`config.mk`:
```
export PLATFORM = sky130hd
export DESIGN_NAME = coc_unit
export DESIGN_NICKNAME = d
export VERILOG_FILES = /design/src/shared/coc_pkg.sv /design/src/logic/coc_unit.sv
export VERILOG_INCLUDE_DIRS = /design/src /design/src/shared
export SDC_FILE = /design/constraint.sdc
export NUM_CORES = 1
export LEC_CHECK = 0
export ABC_CLOCK_PERIOD_IN_PS = 2600
export BUFFER_PORTS_ARGS = -buffer_cell sky130_fd_sc_hd__buf_2
export CAP_MARGIN = 20
export CELL_PAD_IN_SITES_DETAIL_PLACEMENT = 2
export CELL_PAD_IN_SITES_GLOBAL_PLACEMENT = 2
export CORE_MARGIN = 1
export CORE_UTILIZATION = 36
export DETAILED_ROUTE_END_ITERATION = 10
export MAX_ROUTING_LAYER = met4
export PLACE_DENSITY = 0.8
export SLEW_MARGIN = 20
export SYNTH_ARGS = -nofsm -noshare
export SYNTH_HDL_FRONTEND = slang
export SYNTH_SLANG_ARGS = --single-unit
```
`constraint.sdc`:
```
create_clock -name aclk -period 2.6 [get_ports aclk]
set_clock_uncertainty 0.05 [all_clocks]
set_input_delay 0.39 -clock aclk [delete_from_list [all_inputs] [get_ports aclk]]
set_output_delay 0.39 -clock aclk [all_outputs]
set_load 0.02 [all_outputs]
```
`src/shared/coc_defines.svh`:
```
`ifndef COC_DEFINES_SVH
`define COC_DEFINES_SVH
// Register byte offsets.
`define COC_REG_DATA    8'h00
`define COC_REG_FEAT    8'h04
`define COC_REG_CMD     8'h08
`define COC_REG_STATUS  8'h0C
`define COC_REG_ERROR   8'h10
`define COC_REG_SECCNT  8'h14
`define COC_REG_SECNUM  8'h18
`define COC_REG_CYLLO   8'h1C
`define COC_REG_CYLHI   8'h20
`define COC_REG_CTRL    8'h24
`define COC_REG_CUR0    8'h28
`define COC_REG_CUR1    8'h2C
`define COC_REG_CUR2    8'h30
// Control register bit positions.
`define COC_CTL_SRST    0
`define COC_CTL_SEC_EN  1
`define COC_CTL_SEC_LK  2
`define COC_CTL_HPA     3
`define COC_CTL_MAX_LK  4
`define COC_CTL_NOSUP   5
// Command and subcommand codes.
`define COC_CMD_OVL     8'hB1
`define COC_SUB_RESTORE 8'hC0
`define COC_SUB_FREEZE  8'hC1
`define COC_SUB_IDENT   8'hC2
`define COC_SUB_SET     8'hC3
// Abort reason codes.
`define COC_RSN_FROZEN  8'h01
`define COC_RSN_SECLK   8'h02
`define COC_RSN_MODIF   8'h03
`define COC_RSN_DISABLE 8'h04
`define COC_RSN_MAXLK   8'h05
`define COC_RSN_HPA     8'h06
`define COC_RSN_NOSUP   8'h07
`define COC_RSN_BADSUB  8'h08
`define COC_RSN_OTHER   8'hFF
// Overlay block layout.
`define COC_REV         16'h0002
`define COC_SIG         8'hA5
`define COC_W_REV       8'h00
`define COC_W_MWDMA     8'h01
`define COC_W_UDMA      8'h02
`define COC_W_LBA0      8'h03
`define COC_W_LBA3      8'h06
`define COC_W_CMDSET    8'h07
`define COC_W_SATA      8'h08
`define COC_W_WUNC      8'h15
`define COC_W_LAST      8'hFF
`define COC_SEC_BIT     3
`define COC_SEC_MASK    16'h0008
// Full selectable capability set.
`define COC_FULL_W1     16'h0007
`define COC_FULL_W2     16'h007F
`define COC_FULL_W7     16'h1BBF
`define COC_FULL_W8     16'h0007
`define COC_FULL_W21    16'h2000
`define COC_ZERO8       8'h00
`define COC_ZERO16      16'h0000
`define COC_ZERO32      32'h0000_0000
`define COC_RESP_OK     2'b00
`define COC_RESP_ERR    2'b10
`endif

```
`src/shared/coc_pkg.sv`:
```
package coc_pkg;
	typedef enum logic [1:0] {
		COC_IDLE = 2'b00,
		COC_DIN  = 2'b01,
		COC_DOUT = 2'b10
	} coc_state_t;

	typedef struct packed {
		coc_state_t  state;
		logic [7:0]  feat;
		logic        drq;
		logic        err;
		logic [7:0]  seccnt;
		logic [7:0]  secnum;
		logic [7:0]  cyllo;
		logic [7:0]  cylhi;
		logic [7:0]  idx;
		logic        frozen;
		logic        modified;
		logic [5:0]  ctrl;
		logic [15:0] cur_w1;
		logic [15:0] cur_w2;
		logic [15:0] cur_w7;
		logic [15:0] cur_w8;
		logic [15:0] cur_w21;
		logic [15:0] new_w1;
		logic [15:0] new_w2;
		logic [15:0] new_w7;
		logic [15:0] new_w8;
		logic [15:0] new_w21;
		logic        lba_req;
		logic        awready;
		logic        bvalid;
		logic [1:0]  bresp;
		logic        arready;
		logic        rvalid;
		logic [1:0]  rresp;
		logic [31:0] rdata;
	} coc_regs_t;
endpackage

```
`src/logic/coc_unit.sv`:
```
`timescale 1ns/1ps
`include "coc_defines.svh"
// Summary of operation
// RQ1 - Features value selects restore, freeze, identify, set.
// RQ2 - Restore cancels reductions back to full set.
// RQ3 - After freeze, all overlay subcommands abort.
// RQ4 - Freeze survives resets, cleared only at power-up.
// RQ5 - Identify returns one 512-byte block by PIO.
// RQ6 - Normal identify reduced; overlay identify stays full.
// RQ7 - Set clears capability bits in identify words.
// RQ8 - Set bits absent from full set are ignored.
// RQ9 - Abort reports reason and word index.
// RQ10 - Abort reports bit mask across two registers.
// RQ11 - Reasons 01h frozen, 02h locked, 03h modified.
// RQ12 - Reasons 04h disable, 05h max locked, 06h area.
// RQ13 - Reasons 07h unsupported, 08h bad subcommand, FFh other.
// RQ14 - Protected area blocks maximum address change.
// RQ15 - Disabling enabled security aborts with word 7 bit 3.
// RQ16 - Word 0 revision, word 1 multiword DMA modes.
// RQ17 - Word 2 holds Ultra DMA modes.
// RQ18 - Word 7 holds command and feature set flags.
// RQ19 - Word 8 holds serial link feature flags.
// RQ20 - Word 21 holds write uncorrectable flag.
// RQ21 - Word 255 holds signature and checksum.
// RQ22 - Checksum makes all block bytes sum zero.
// RQ23 - Reserved bits and words read as zero.
// RQ24 - Host checks signature and checksum before use.
module coc_unit
	import coc_pkg::*;
(
	// Clock and reset.
	input  wire logic        aclk,
	input  wire logic        aresetn,
	// Write address and data.
	input  wire logic [7:0]  s_axi_awaddr,
	input  wire logic        s_axi_awvalid,
	output logic             s_axi_awready,
	input  wire logic [31:0] s_axi_wdata,
	input  wire logic [3:0]  s_axi_wstrb,
	input  wire logic        s_axi_wvalid,
	output logic             s_axi_wready,
	// Write response.
	output logic [1:0]       s_axi_bresp,
	output logic             s_axi_bvalid,
	input  wire logic        s_axi_bready,
	// Read address and data.
	input  wire logic [7:0]  s_axi_araddr,
	input  wire logic        s_axi_arvalid,
	output logic             s_axi_arready,
	output logic [31:0]      s_axi_rdata,
	output logic [1:0]       s_axi_rresp,
	output logic             s_axi_rvalid,
	input  wire logic        s_axi_rready
);
	coc_regs_t r_reg;
	coc_regs_t r_next;
	logic [7:0]  chk;
	logic [15:0] blk_word;
	logic [7:0]  status;
	logic        wr;
	logic        rd;
	logic        issue;
	logic        bad_sub;

	// Word constants as named values so that their bytes can be selected.
	localparam logic [15:0] rev_w    = `COC_REV;
	localparam logic [15:0] full_w1  = `COC_FULL_W1;
	localparam logic [15:0] full_w2  = `COC_FULL_W2;
	localparam logic [15:0] full_w7  = `COC_FULL_W7;
	localparam logic [15:0] full_w8  = `COC_FULL_W8;
	localparam logic [15:0] full_w21 = `COC_FULL_W21;
	localparam logic [15:0] sec_mask = `COC_SEC_MASK;

	////////////////////////////////////////////////////////////////////////////
	// Overlay block content.
	always_comb
	begin
		chk = `COC_ZERO8 - (rev_w[15:8] + rev_w[7:0] + full_w1[15:8] + full_w1[7:0] //RQ22
			+ full_w2[15:8] + full_w2[7:0] + full_w7[15:8] + full_w7[7:0]
			+ full_w8[15:8] + full_w8[7:0] + full_w21[15:8] + full_w21[7:0] + `COC_SIG);
		unique case (r_reg.idx)
			`COC_W_REV:    blk_word = `COC_REV; //RQ16
			`COC_W_MWDMA:  blk_word = `COC_FULL_W1; //RQ16
			`COC_W_UDMA:   blk_word = `COC_FULL_W2; //RQ17
			`COC_W_CMDSET: blk_word = `COC_FULL_W7; //RQ18
			`COC_W_SATA:   blk_word = `COC_FULL_W8; //RQ19
			`COC_W_WUNC:   blk_word = `COC_FULL_W21; //RQ20
			`COC_W_LAST:   blk_word = {chk, `COC_SIG}; //RQ21
			default:       blk_word = `COC_ZERO16; //RQ23
		endcase
	end

	assign status  = {1'b0, 1'b1, 1'b0, 1'b1, r_reg.drq, 2'b00, r_reg.err};
	assign wr      = s_axi_awvalid && r_reg.awready;
	assign rd      = s_axi_arvalid && r_reg.arready;
	assign issue   = wr && s_axi_wstrb[0] && s_axi_awaddr == `COC_REG_CMD;
	assign bad_sub = r_reg.feat < `COC_SUB_RESTORE || r_reg.feat > `COC_SUB_SET; //RQ1

	////////////////////////////////////////////////////////////////////////////
	// Bus handshakes, command interpretation and data transfer.
	always_comb
	begin
		r_next = r_reg;
		// Write channel takes address and data in the same cycle.
		r_next.awready = 1'b0;
		if (s_axi_awvalid && s_axi_wvalid && !r_reg.awready && !r_reg.bvalid)
			r_next.awready = 1'b1;
		if (r_reg.bvalid && s_axi_bready)
			r_next.bvalid = 1'b0;
		r_next.arready = 1'b0;
		if (s_axi_arvalid && !r_reg.arready && !r_reg.rvalid)
			r_next.arready = 1'b1;
		if (r_reg.rvalid && s_axi_rready)
			r_next.rvalid = 1'b0;
		if (r_reg.ctrl[`COC_CTL_SRST])
		begin
			// Soft reset clears the command state but keeps the freeze lock.
			r_next.state  = COC_IDLE; //RQ4
			r_next.drq    = 1'b0;
			r_next.err    = 1'b0;
			r_next.idx    = `COC_ZERO8;
			r_next.ctrl[`COC_CTL_SRST] = 1'b0;
		end
		if (wr)
		begin
			r_next.bvalid = 1'b1;
			r_next.bresp  = `COC_RESP_OK;
			if (s_axi_wstrb[0])
			begin
				unique case (s_axi_awaddr)
					`COC_REG_FEAT: r_next.feat = s_axi_wdata[7:0];
					`COC_REG_CTRL: r_next.ctrl = s_axi_wdata[5:0];
					`COC_REG_CMD:  ;
					`COC_REG_DATA:
					begin
						if (r_reg.state == COC_DOUT)
						begin
							// Set data: keep only bits the full set allows.
							unique case (r_reg.idx)
								`COC_W_MWDMA:  r_next.new_w1 = s_axi_wdata[15:0] & `COC_FULL_W1; //RQ8
								`COC_W_UDMA:   r_next.new_w2 = s_axi_wdata[15:0] & `COC_FULL_W2; //RQ8
								`COC_W_CMDSET: r_next.new_w7 = s_axi_wdata[15:0] & `COC_FULL_W7; //RQ8
								`COC_W_SATA:   r_next.new_w8 = s_axi_wdata[15:0] & `COC_FULL_W8; //RQ8
								`COC_W_WUNC:   r_next.new_w21 = s_axi_wdata[15:0] & `COC_FULL_W21; //RQ8
								default:
								begin
									if (r_reg.idx >= `COC_W_LBA0 && r_reg.idx <= `COC_W_LBA3
										&& s_axi_wdata[15:0] != `COC_ZERO16)
										r_next.lba_req = 1'b1;
								end
							endcase
							r_next.idx = r_reg.idx + 8'h01;
							if (r_reg.idx == `COC_W_LAST)
							begin
								r_next.state = COC_IDLE;
								r_next.drq   = 1'b0;
								if (r_reg.ctrl[`COC_CTL_SEC_EN] && r_reg.cur_w7[`COC_SEC_BIT]
									&& !r_reg.new_w7[`COC_SEC_BIT])
								begin
									r_next.err    = 1'b1; //RQ15
									r_next.seccnt = `COC_RSN_DISABLE; //RQ12
									r_next.cylhi  = `COC_W_CMDSET; //RQ9
									r_next.cyllo  = sec_mask[15:8]; //RQ10
									r_next.secnum = sec_mask[7:0]; //RQ10
								end
								else if (r_reg.ctrl[`COC_CTL_HPA] && r_reg.lba_req)
								begin
									r_next.err    = 1'b1; //RQ14
									r_next.seccnt = `COC_RSN_HPA; //RQ12
									r_next.cylhi  = `COC_W_LBA0; //RQ14
								end
								else
								begin
									// Reduced set becomes the normal identify content.
									r_next.cur_w1   = r_reg.new_w1; //RQ7
									r_next.cur_w2   = r_reg.new_w2; //RQ7
									r_next.cur_w7   = r_reg.new_w7; //RQ7
									r_next.cur_w8   = r_reg.new_w8; //RQ7
									r_next.cur_w21  = r_reg.new_w21; //RQ7
									r_next.modified = 1'b1;
								end
							end
						end
					end
					default: r_next.bresp = `COC_RESP_ERR;
				endcase
			end
		end
		if (issue)
		begin
			// Every new command starts as an abort with cleared reason, index and mask registers.
			r_next.state  = COC_IDLE;
			r_next.drq    = 1'b0;
			r_next.err    = 1'b1;
			r_next.seccnt = `COC_ZERO8;
			r_next.secnum = `COC_ZERO8;
			r_next.cyllo  = `COC_ZERO8;
			r_next.cylhi  = `COC_ZERO8;
			r_next.idx    = `COC_ZERO8;
			if (r_reg.ctrl[`COC_CTL_NOSUP])
				r_next.seccnt = `COC_RSN_NOSUP; //RQ13
			else if (s_axi_wdata[7:0] != `COC_CMD_OVL)
				r_next.seccnt = `COC_RSN_OTHER; //RQ13
			else if (bad_sub)
				r_next.seccnt = `COC_RSN_BADSUB; //RQ13
			else if (r_reg.frozen)
				r_next.seccnt = `COC_RSN_FROZEN; //RQ3
			else if (r_reg.ctrl[`COC_CTL_SEC_LK])
				r_next.seccnt = `COC_RSN_SECLK; //RQ11
			else
			begin
				r_next.err = 1'b0;
				unique case (r_reg.feat)
					`COC_SUB_RESTORE:
					begin
						if (r_reg.ctrl[`COC_CTL_HPA])
						begin
							r_next.err    = 1'b1; //RQ14
							r_next.seccnt = `COC_RSN_HPA;
							r_next.cylhi  = `COC_W_LBA0;
						end
						else
						begin
							r_next.cur_w1   = `COC_FULL_W1; //RQ2
							r_next.cur_w2   = `COC_FULL_W2; //RQ2
							r_next.cur_w7   = `COC_FULL_W7; //RQ2
							r_next.cur_w8   = `COC_FULL_W8; //RQ2
							r_next.cur_w21  = `COC_FULL_W21; //RQ2
							r_next.modified = 1'b0;
						end
					end
					`COC_SUB_FREEZE: r_next.frozen = 1'b1; //RQ3
					`COC_SUB_IDENT:
					begin
						r_next.state = COC_DIN; //RQ5
						r_next.drq   = 1'b1;
					end
					default:
					begin
						if (r_reg.modified)
						begin
							r_next.err    = 1'b1;
							r_next.seccnt = `COC_RSN_MODIF; //RQ11
						end
						else if (r_reg.ctrl[`COC_CTL_MAX_LK])
						begin
							r_next.err    = 1'b1;
							r_next.seccnt = `COC_RSN_MAXLK; //RQ12
						end
						else
						begin
							r_next.state   = COC_DOUT;
							r_next.drq     = 1'b1;
							r_next.lba_req = 1'b0;
							r_next.new_w1  = `COC_ZERO16;
							r_next.new_w2  = `COC_ZERO16;
							r_next.new_w7  = `COC_ZERO16;
							r_next.new_w8  = `COC_ZERO16;
							r_next.new_w21 = `COC_ZERO16;
						end
					end
				endcase
			end
		end
		if (rd)
		begin
			r_next.rvalid = 1'b1;
			r_next.rresp  = `COC_RESP_OK;
			r_next.rdata  = `COC_ZERO32;
			unique case (s_axi_araddr)
				`COC_REG_DATA:
				begin
					if (r_reg.state == COC_DIN)
					begin
						// Each read pops one block word; the last ends the transfer.
						r_next.rdata[15:0] = blk_word; //RQ5
						r_next.idx = r_reg.idx + 8'h01;
						if (r_reg.idx == `COC_W_LAST)
						begin
							r_next.state = COC_IDLE; //RQ5
							r_next.drq   = 1'b0;
						end
					end
				end
				`COC_REG_FEAT:   r_next.rdata[7:0] = r_reg.feat;
				`COC_REG_CMD:    r_next.rdata[7:0] = status;
				`COC_REG_STATUS: r_next.rdata[7:0] = status;
				`COC_REG_ERROR:  r_next.rdata[7:0] = {5'b00000, r_reg.err, 2'b00};
				`COC_REG_SECCNT: r_next.rdata[7:0] = r_reg.seccnt; //RQ9
				`COC_REG_SECNUM: r_next.rdata[7:0] = r_reg.secnum; //RQ10
				`COC_REG_CYLLO:  r_next.rdata[7:0] = r_reg.cyllo; //RQ10
				`COC_REG_CYLHI:  r_next.rdata[7:0] = r_reg.cylhi; //RQ9
				`COC_REG_CTRL:   r_next.rdata[5:0] = r_reg.ctrl;
				`COC_REG_CUR0:   r_next.rdata = {r_reg.cur_w2, r_reg.cur_w1}; //RQ6
				`COC_REG_CUR1:   r_next.rdata = {r_reg.cur_w8, r_reg.cur_w7}; //RQ6
				`COC_REG_CUR2:   r_next.rdata[15:0] = r_reg.cur_w21; //RQ6
				default:         r_next.rresp = `COC_RESP_ERR;
			endcase
		end
	end

	////////////////////////////////////////////////////////////////////////////
	// State register; aresetn is the power-up reset.
	always_ff @(posedge aclk)
	begin
		if (!aresetn)
		begin
			r_reg          <= '0;
			r_reg.state    <= COC_IDLE;
			r_reg.cur_w1   <= `COC_FULL_W1;
			r_reg.cur_w2   <= `COC_FULL_W2;
			r_reg.cur_w7   <= `COC_FULL_W7;
			r_reg.cur_w8   <= `COC_FULL_W8;
			r_reg.cur_w21  <= `COC_FULL_W21;
			r_reg.frozen   <= 1'b0; //RQ4
		end
		else
			r_reg <= r_next;
	end

	assign s_axi_awready = r_reg.awready;
	assign s_axi_wready  = r_reg.awready;
	assign s_axi_bvalid  = r_reg.bvalid;
	assign s_axi_bresp   = r_reg.bresp;
	assign s_axi_arready = r_reg.arready;
	assign s_axi_rvalid  = r_reg.rvalid;
	assign s_axi_rresp   = r_reg.rresp;
	assign s_axi_rdata   = r_reg.rdata;

	logic go;
	assign go = issue && !r_reg.ctrl[`COC_CTL_NOSUP] && s_axi_wdata[7:0] == `COC_CMD_OVL
		&& !bad_sub;
endmodule // coc_unit

```
; Word-level counts from Yosys, hierarchy flattened
; Index checks and enable logic that the tools add are counted.
[word_totals]
reg_bits = 246
inputBits = 59
[op_classes]
addsub = 1
n_lt_le_gt_ge = 4
n_eq_ne = 27
n_mux = 116
bitwise_logic = 4
reduce_logical = 49
[op_table]
columns = operator, n
row1 = 161-bit 2-to-1 mux, 8
row2 = 80-bit 2-to-1 mux, 5
row3 = 168-bit 2-to-1 mux, 2
row4 = 81-bit 2-to-1 mux, 3
row5 = 52-bit 2-to-1 mux, 2
row6 = 16-bit 2-to-1 mux, 6
row7 = 8-bit 2-to-1 mux, 12
row8 = 16-bit case mux with 6 select lines, 1
row9 = 42-bit 2-to-1 mux, 2
row10 = 2-bit 2-to-1 mux, 37
row11 = 6-bit case mux with 11 select lines, 1
row12 = "8-bit by 6-bit equality test with 1-bit output, second input constant", 6
row13 = 9-bit 2-to-1 mux, 5
row14 = 44-bit 2-to-1 mux, 1
row15 = "8-bit by 5-bit equality test with 1-bit output, second input constant", 5
row16 = 35-bit 2-to-1 mux, 1
row17 = 34-bit 2-to-1 mux, 1
row18 = "8-bit by 4-bit equality test with 1-bit output, second input constant", 4
row19 = "8-bit equality test, second input constant", 4
row20 = 16-bit case mux with 2 select lines, 1
row21 = 8-bit case mux with 4 select lines, 1
row22 = "8-bit by 3-bit equality test with 1-bit output, second input constant", 3
row23 = 8-bit zero test, 3
row24 = 1-bit 2-to-1 mux, 20
row25 = 32 further kinds, 67

; Logic depth before layout (Yosys ltp)
; Gate-level depths: netlist of the first run.
[depth]
depth_word = 21
ltp_mapped = 8
mapped_depth_nobuf = 7

; Least setup slack after synthesis of the first run
; Ideal clock, no wire load.
[synth_timing]
path_kind = input to register
startpoint = in s_axi_awaddr[0]
endpoint = reg r_reg[108] in the netlist's numbering
setup_time_ns = 0.116
t_arrival_ns = 2.303
required_ns = 2.434
path_slack_ns = 0.131
path_stages = 7
path_buffers = 2
path_cell_list = or4_4 > nor4b_4 > nand4_4 > o31a_1 > buf_6 > buf_6 > and3_1
[synth_between]
elab_chain_len = 13
[synth_lines]
columns = element, line
row1 = "start, declared", coc_unit.sv:35  ; input wire logic [7:0] s_axi_awaddr,
row2 = 8-bit zero test, coc_unit.sv:130  ; unique case (s_axi_awaddr)
row3 = 161-bit 2-to-1 mux, coc_unit.sv:130
row4 = 168-bit 2-to-1 mux, coc_unit.sv:128  ; if (s_axi_wstrb[0])
row5 = 168-bit 2-to-1 mux, coc_unit.sv:124  ; if (wr)
row6 = 81-bit 2-to-1 mux, coc_unit.sv:245  ; else if (r_reg.ctrl[`COC_CTL_MAX_LK])
row7 = 81-bit 2-to-1 mux, coc_unit.sv:240  ; if (r_reg.modified)
row8 = 81-bit 2-to-1 mux, coc_unit.sv:213  ; unique case (r_reg.feat)
row9 = 161-bit 2-to-1 mux, coc_unit.sv:208  ; else if (r_reg.ctrl[`COC_CTL_SEC_LK])
row10 = 161-bit 2-to-1 mux, coc_unit.sv:206  ; else if (r_reg.frozen)
row11 = 161-bit 2-to-1 mux, coc_unit.sv:204  ; else if (bad_sub)
row12 = 161-bit 2-to-1 mux, coc_unit.sv:202  ; else if (s_axi_wdata[7:0] != `COC_CMD_OVL)
row13 = 161-bit 2-to-1 mux, coc_unit.sv:200  ; if (r_reg.ctrl[`COC_CTL_NOSUP])
row14 = 161-bit 2-to-1 mux (*), coc_unit.sv:189  ; if (issue)
row15 = "end signal, assigned", coc_unit.sv:318  ; r_reg <= r_next;
row16 = "end, declared", coc_unit.sv:55  ; coc_regs_t r_reg;
; Mark *: on every way between the ends. The rest lies on a longest branch, timed or not.
; A chain may end at the register's enable or synchronous reset.

; Worst setup path after layout of the first run
[layout_timing]
startpoint = reg r_reg[253] in the netlist's numbering
endpoint = reg r_reg[249] in the netlist's numbering
[layout_between]
elab_chain_len = 9
[layout_lines]
columns = element, line
row1 = 8-bit equality test, coc_unit.sv:213
row2 = 2-bit OR reduction (no line), n/a
row3 = 9-bit case mux with 2 select lines, coc_unit.sv:213
row4 = 2-bit 2-to-1 mux, coc_unit.sv:208
row5 = 2-bit 2-to-1 mux, coc_unit.sv:206
row6 = 2-bit 2-to-1 mux (*), coc_unit.sv:204
row7 = 2-bit 2-to-1 mux (*), coc_unit.sv:202
row8 = 2-bit 2-to-1 mux (*), coc_unit.sv:200
row9 = 44-bit 2-to-1 mux (*), coc_unit.sv:189
; Marked as above.

==> results.md, run 1 <==
Status:
- The run finished, with violations left.
- The final reports fail on design-rule violations.

STA:
- In this run the tightest slew margin relative to its limit is 0.4174.
- Setup repair after global routing left no endpoint under its margin.
- The slew at the pin closest to its max-slew limit is 0.8658 ns.
- The final period utilization is 0.9470.
- The clock period minus worst slack is 2.462 ns.
- Setup violations remaining at the end of the flow were counted as 0.
- Once routing completed, OpenROAD measured the worst setup slack at 0.1378 ns.
- The hold slack is 0.03885 ns.
- The fmax is 406.1 MHz.
- The final number of hold-violating endpoints was 0.
- The number of pins with negative max-slew slack in the final report came to 0.

Power:
- Power spread over the standard cell area amounts to 686.0 nW/um2.
- The leakage power is 4.919 nW.
- For this design the total switching power over the nets is 0.001821 W.
- The worst-case IR drop observed on VDD is 550.9 uV.
- The net switching fraction of the power is 0.2311.
- The share of total power dissipated in the clock network is 0.496.
- The portion of total power attributed to combinational logic is 0.044.
- The internal power of the cells totals 0.006061 W.
- The sequential share of power is 0.460.

Worst setup path:
- Walking the worst path, the cells encountered are or4_1 -> or2_2 -> or4b_2 -> o21ai_0 -> o221a_2.
- Among all stages on the critical path, the largest delay is contributed by sky130_fd_sc_hd__or4b_2.
- For the worst setup path, the data arrival time is 2.89 ns.
- The critical path's largest stage delay is 0.68 ns.
- The critical path in this run is classified as register to register.
- Tracing the worst setup path back leads to its startpoint at r_reg[253].
- The count of cell instances traversed by the critical path is 5.
- At the worst endpoint, the required time is 3.03 ns.
- The combined buffer and inverter count along the critical path is 0.
- The top fanout value on the critical path is 5.
- The worst setup path is launched from a register.
- In this run the critical register-to-register path is launched from r_reg[253].
- On the critical path the largest part of the delay comes from simple AND/OR/NAND/NOR gates.
- The worst reg2reg path depth is 5.
- The kind of capture point of the worst setup path is a register.

Clocking:
- The clock slew at the register clock pins of the worst setup and hold paths is 0.07 ns.
- The number of sinks on the clock net is 235.
- Gates resized during post-CTS repair numbered 0.
- The buffer depth of the longest clock path is 3.
- TritonCTS created 27 clock buffers.
- The number of buffers inserted by post-CTS setup repair is 0.
- The H-tree depth is 1.
- After clock tree synthesis, the flow added hold-fix buffers numbering 0.
- The clock latency on the worst-skew pair is 0.54 ns.
- The clock tree from TritonCTS is done.
- The root cell of the clock tree is sky130_fd_sc_hd__clkbuf_16.

Synthesis:
- The synthesized flop and latch total is 235.
- The share of synthesized area in the top cell type comes to 0.4834.
- The distinct cell type count of the synthesized netlist is 74.
- The prevailing post-synth register cell is sky130_fd_sc_hd__dfxtp_1.
- After synthesis, the most frequently instantiated cells are sky130_fd_sc_hd__dfxtp_1, sky130_fd_sc_hd__nand2_1, sky130_fd_sc_hd__nor2_1.
- The post-synth design cell area is 9733 um2.
- The count of flip-flops with a built-in enable after synthesis is 0.
- Ranked by total cell area, the synthesized netlist is headed by sky130_fd_sc_hd__dfxtp_1, sky130_fd_sc_hd__nand2_1, sky130_fd_sc_hd__mux2i_1, sky130_fd_sc_hd__and3_1, sky130_fd_sc_hd__a21oi_1.
- After synthesis, the mean cell area works out to 8.792 um2.
- Of all cell types, the one taking the most synthesized area is sky130_fd_sc_hd__dfxtp_1.
- The portion of the post-synthesis area used by sequential elements is 0.4834.
- The number of warnings issued by yosys is 0.
- Yosys instantiated no cell more often than sky130_fd_sc_hd__dfxtp_1.
- After synthesis, the share of flip-flops with an asynchronous set or reset is 0.
- In the synthesized netlist, the number of instances is 1107.

Final layout:
- The register with the most flip-flops in the layout has 197 of them.
- The final-layout fill cell count is 2890.
- In the final design database the tool counted 1236 nets.
- The finished layout holds 1528 standard cells, fillers aside.
- The share of layout cells above drive strength 1 is 0.1844.
- The diode insertion count for antenna repair is 0.
- From synthesis to final layout, the design area changed by 18.06%.

Global route:
- The number of global-route vias before repair is 9487.
- The maximum number of pins on one net before global-route repair is 81.
- The initial antenna violation count is 0.
- The remaining global-route overflow is 0.
- The first global-routing pass estimated 55190 um of wire.
- In the global route stage, overall resource usage came out at 0.2623.

Placed design:
- The quantity of I/O buffers inserted on ports is 78.
- The post-placement cell count is 1479.
- The pre-CTS setup slack is -0.1263 ns.
- The HPWL reported at the end of detailed placement is 23510 um.
- The last weighted congestion value of the routability-driven placer is 0.8561.

Routing:
- The total routed wirelength is 35230 um.
- The detailed router's first-iteration violation count is 533.
- For this run, design rule violations remaining after detail routing come to 8.
- The number of iterations in the first detailed-routing pass is 9.
- The average routed wire per standard cell is 23.06 um.
- The via-per-instance ratio is 5.724.
- Summing over every cut layer, the via total after detailed routing is 8746.
- Once detail routing completed, the nets flagged for antenna violations numbered 0.

Floorplan:
- The width of the chip is 166.4 um.
- The count of standard-cell rows is 59.
- From bottom edge to top edge, the die measures 166.4 um.
- The count of pins on the block boundary is 100.
- The floorplan step defined a die boundary enclosing 27700 um2.
- The initial utilization of the core area, before any placement, comes to 0.3704.
- The floorplan step defined a core boundary enclosing 26280 um2.

Hold path:
- The worst hold path was traced through 3 stages.
- The startpoint identified for the worst hold timing path is s_axi_wvalid.
- The worst min-delay path class is input port to register.

Job:
- The max capacitance violation total is 0.
stage by stage:
step / power (W) / setup TNS (ns) / utilization / area [um2]
after floorplan: 0.003894 / 0 / - / 9737
after global placement: 0.004035 / -0.3519 / 0.4023 / 10570
after detailed placement: 0.004045 / -2.730 / 0.4023 / 10570
after CTS: 0.007950 / 0 / 0.4373 / 11490
after global routing: 0.008105 / 0 / 0.4373 / 11490
final: 0.007883 / 0 / 0.4373 / 11490
worst paths after layout:
path	endpoint	slack, ns
worst max register to register	r_reg[249]	0.14
worst max-delay path	r_reg[249]	0.14
worst min-delay path	s_axi_awready	0.04
worst min register to register	r_reg[196]	0.40
placed cells by master, fill, tap and decap left out, drive strengths merged, types with 6 or more instances in the layout:
master  count
clkbuf     38
dfxtp     235
nor2       83
a211oi      7
a21oi      74
buf       148
nor4       13
o21ai      21
a31oi       8
nor4b       6
and3       61
nand3      54
mux2i      46
nor2b       8
nand2     201
a221oi     19
a22o        7
nor3       26
mux2        7
and2        9
inv         9
or4         6
per-layer routing:
metal	vias to the layer above	wire (um)	global-route usage
met5	-	0	-
li1	4005	-	-
met3	79	1486	0.03018
met4	0	1066	0.07689
met1	4440	15090	0.3151
met2	222	17590	0.4604
logic make-up (layout without fill, tap and decap cells):
group | count (synthesis) | after routing | share of synthesized area
muxes | 54 | 54 | 0.05772
adders and majority gates | 4 | 4 | 0.005142
AOI/OAI and AO/OA | 192 | 192 | 0.1336
DFF | 235 | 235 | 0.4834
xor gates and xnor gates | 2 | 2 | 0.001800
and+or+nand+nor | 501 | 501 | 0.2526
other | 1 | 2 | 0.0003853
buffers and inverters | 118 | 203 | 0.06543
power by group through the flow:
stage,combinational (W),sequential [W],clock (W)
final,0.000347,0.00363,0.00391
after global routing,0.000365,0.00363,0.00411
after global placement,0.000331,0.00370,0
after CTS,0.000346,0.00363,0.00398
after detailed placement,0.000339,0.00371,0
after floorplan,0.000188,0.00371,0
final cells by class:
type	instances	area [um2]	area share
Inverter	6	22.52	0.001960
Timing Repair Buffer	148	1016	0.08841
Multi-Input combinational cell	755	4410	0.3838
Tap cell	335	419.2	0.03648
Sequential cell	235	4705	0.4094
Clock buffer	38	797.0	0.06936
Clock inverter	11	121.4	0.01056
worst reg2reg max path: cells and delay by family, from the launching register on:
family / cells / cell delay [ns]
flops: 1 / 0.33
simple gates: 3 / 1.63
compound gates: 2 / 0.38
Power figures use the tool's default switching activity.
==> inputs of run 2 (changes only) <==
--- a/config.mk
+++ b/config.mk
@@ -6,7 +6,6 @@
 export SDC_FILE = /design/constraint.sdc
 export NUM_CORES = 1
 export LEC_CHECK = 0
-export ABC_CLOCK_PERIOD_IN_PS = 2600
 export BUFFER_PORTS_ARGS = -buffer_cell sky130_fd_sc_hd__buf_2
 export CAP_MARGIN = 20
 export CELL_PAD_IN_SITES_DETAIL_PLACEMENT = 2
@@ -15,7 +14,7 @@
 export CORE_UTILIZATION = 36
 export DETAILED_ROUTE_END_ITERATION = 10
 export MAX_ROUTING_LAYER = met4
-export PLACE_DENSITY = 0.8
+export PLACE_DENSITY_LB_ADDON = 0.15
 export SLEW_MARGIN = 20
 export SYNTH_ARGS = -nofsm -noshare
 export SYNTH_HDL_FRONTEND = slang
==> run 2 against run 1 <==
Highest routed layer unchanged; largest cell class unchanged; count of clock-buffer cells in the layout is 3 lower; the run still ends with design-rule violations left; first-iteration DRC count down 27%; critical path type unchanged; maximum frequency is 1.4% higher; largest power group unchanged.
==> results.md, run 2 (synthesis results as in run 1) <==
Placed design:
- The last weighted congestion value of the routability-driven placer was 0.8587 (+0.30%).
- The quantity of I/O buffers inserted on ports came to 78 (unchanged).
- The HPWL reported at the end of detailed placement is 23510 um (about the same).

Clocking:
- The clock latency on the worst-skew pair is 0.54 ns (about the same).
- The clock tree from TritonCTS is done.
- The tree is rooted in a sky130_fd_sc_hd__clkbuf_16.
- The clock slew at the register clock pins of the worst setup and hold paths was 0.06 ns (about the same).
- The number of sinks on the clock net is 235 (unchanged).
- The cts-stage hold buffer count is 0 (unchanged).
- The number of buffers inserted during clock tree synthesis is 27 (unchanged).
- The buffer depth of the longest clock path was 3 (unchanged).
- The H-tree depth is 1 (unchanged).
- The number of buffers inserted by post-CTS setup repair is 0 (unchanged).
- The quantity of gates resized following cts is 0 (unchanged).

STA:
- The hold slack is 0.05153 ns (+0.01268 ns).
- The number of pins with negative max-slew slack in the final report is 0 (unchanged).
- The number of endpoints failing setup at the final stage was 0 (unchanged).
- The normalized max-slew margin is 0.4730 (+0.05560).
- The final number of hold-violating endpoints is 0 (unchanged).
- The slew at the pin closest to its max-slew limit is 0.7794 ns (-0.08640 ns).
- The clock period minus worst slack came to 2.428 ns (-0.03400 ns).
- The final period utilization is 0.9339 (-0.01308).
- Setup repair after global routing left no endpoint under its margin.
- The sum of negative setup slack was 0 ns (unchanged).
- The fmax is 411.8 MHz (+1.4%).

Final layout:
- The number of flip-flops in the largest register came to 197 (unchanged).
- The commonest non-fill, non-tap cell in the layout is sky130_fd_sc_hd__dfxtp_1.
- Leaving out fill and tap cells, the most frequent cells in the layout are sky130_fd_sc_hd__dfxtp_1, sky130_fd_sc_hd__nand2_1, sky130_fd_sc_hd__nor2_1, sky130_fd_sc_hd__buf_2, sky130_fd_sc_hd__a21oi_1.
- The diode insertion count for antenna repair is 0 (unchanged).
- The multi-input gate area in the final layout is 4410 um2 (unchanged).
- The area taken by flip-flops and latches is 4705 um2 (unchanged).
- The final net count is 1240 (+0.32%).
- From synthesis to final layout, the design area changed by 18.46%.
- The final-layout fill cell count was 2898 (+0.28%).
- The share of layout cells above drive strength 1 is 0.1851 (+0.0006831).

Floorplan:
- The count of standard-cell rows came to 59 (unchanged).
- The vertical die dimension is 166.4 um (unchanged).
- The area of the core is 26280 um2 (unchanged).
- The width of the chip is 166.4 um (unchanged).
- The initial standard-cell utilization of the core is 0.3704 (unchanged).
- The count of pins on the block boundary came to 100 (unchanged).
- The die area came to 27700 um2 (unchanged).

Worst setup path:
- The startpoint type of the worst setup path is a register.
- The internal reg-to-reg setup slack is 0.17 ns (+0.03 ns).
- The critical path required time is 2.98 ns (-0.05 ns).
- The worst reg2reg path depth was 6 (+1).
- The top fanout value on the critical path is 56 (+51).
- The data arrival time of the critical path is 2.81 ns (-0.08 ns).
- The kind of capture point of the worst setup path is a register.
- The class of the most critical setup path is register to register.

Global route:
- The number of global-route vias before repair was 9182 (-3.2%).
- The wire length of the first global-routing pass is 53570 um (-2.9%).
- The global routing usage summed across all routing layers was 0.2559 (-0.006423).
- The remaining global-route overflow is 0 (unchanged).
- The initial antenna violation count is 0 (unchanged).
- The maximum number of pins on one net before global-route repair is 57 (-30%).

Routing:
- The residual DRC count came to 7 (-1).
- The total number of vias is 8535 (-2.4%).
- The number of iterations in the first detailed-routing pass is 10 (+1).
- The detailed router's first-iteration violation count is 388 (-27%).
- The average routed wire per standard cell is 22.32 um (-3.2%).
- The via-per-instance ratio is 5.582 (-2.5%).
- The final antenna-violating net count is 0 (unchanged).
- The total routed wirelength is 34120 um (-3.1%).

Status:
- The final reports fail on design-rule violations.
- The flow ran to the end, but the final reports show violations.

Job:
- The max capacitance violation total is 0 (unchanged).

Power:
- The worst vdd rail ir drop is 480.9 uV (-13%).
- The leakage power is 4.946 nW (+0.54%).
- The part of the total power dissipated in the clock network is 0.499 (+0.003).
- The internal power is 0.006158 W (+1.6%).
- The power per unit of standard cell area is 688.8 nW/um2 (+0.41%).
- The net switching fraction of the power is 0.2246 (-0.006492).
- The reported net switching power is 0.001784 W (-2.1%).
- The portion of total power attributed to combinational logic is 0.044 (about the same).
- The sequential share of power came to 0.457 (-0.003).

Hold path:
- In this run the worst hold path is classified as input port to register.
- The depth of the worst hold-timing path is 3 (unchanged).
## run 2: final cells by class
class,count,share of cell area
repair buffers,152,0.09181
clock buffers,35,0.06555
multi-input cells,755,0.3825
well taps,335,0.03635
flip-flops and latches,235,0.4080
clock inverters,11,0.01378
inverters,6,0.001953
## run 2: layer usage
layer / vias up / wire, um / share of wire / GRT usage
met2: 145 / 16370 / 0.48 / 0.4284
met1: 4328 / 15570 / 0.46 / 0.3212
met3: 50 / 1272 / 0.037 / 0.03375
met4: 0 / 908 / 0.027 / 0.07649
li1: 4012 / - / - / -
met5: - / 0 / 0 / -
## run 2: worst paths after layout
path | endpoint | start
max | r_reg[114] | r_reg[253]
min | r_reg[85] | s_axi_wdata[12]
max reg2reg | r_reg[114] | r_reg[253]
min reg2reg | r_reg[194] | r_reg[194]
## run 2: stage by stage
step / util / cells / area, um2 / setup WS (ns) / power, W
floorplan: - / 1108 / 9737 / 0.1315 / 0.003894
global placement: 0.4039 / 1483 / 10620 / 0.03414 / 0.004052
detailed placement: 0.4039 / 1483 / 10620 / -0.01948 / 0.004058
CTS: 0.4387 / 1529 / 11530 / 0.1667 / 0.008018
global route: 0.4387 / 1529 / 11530 / 0.07704 / 0.008182
finish: 0.4387 / 1529 / 11530 / 0.1719 / 0.007942
## run 2: worst max-delay path: stages, from the launching register on
cell                      delay (ns)
sky130_fd_sc_hd__dfxtp_1        0.33
sky130_fd_sc_hd__or4_1          0.59
sky130_fd_sc_hd__nor4_2         0.39
sky130_fd_sc_hd__nand4_4        0.15
sky130_fd_sc_hd__o31a_1         0.35
sky130_fd_sc_hd__buf_12         0.18
sky130_fd_sc_hd__and3_1         0.21
## run 2: power by group through the flow
stage                     sequential (W)  clock [W]  combinational, W
after floorplan                  0.00371          0          0.000188
after global placement           0.00370          0          0.000347
after detailed placement         0.00371          0          0.000353
after CTS                        0.00363    0.00404          0.000355
after global routing             0.00363    0.00418          0.000377
final                            0.00363    0.00396          0.000353
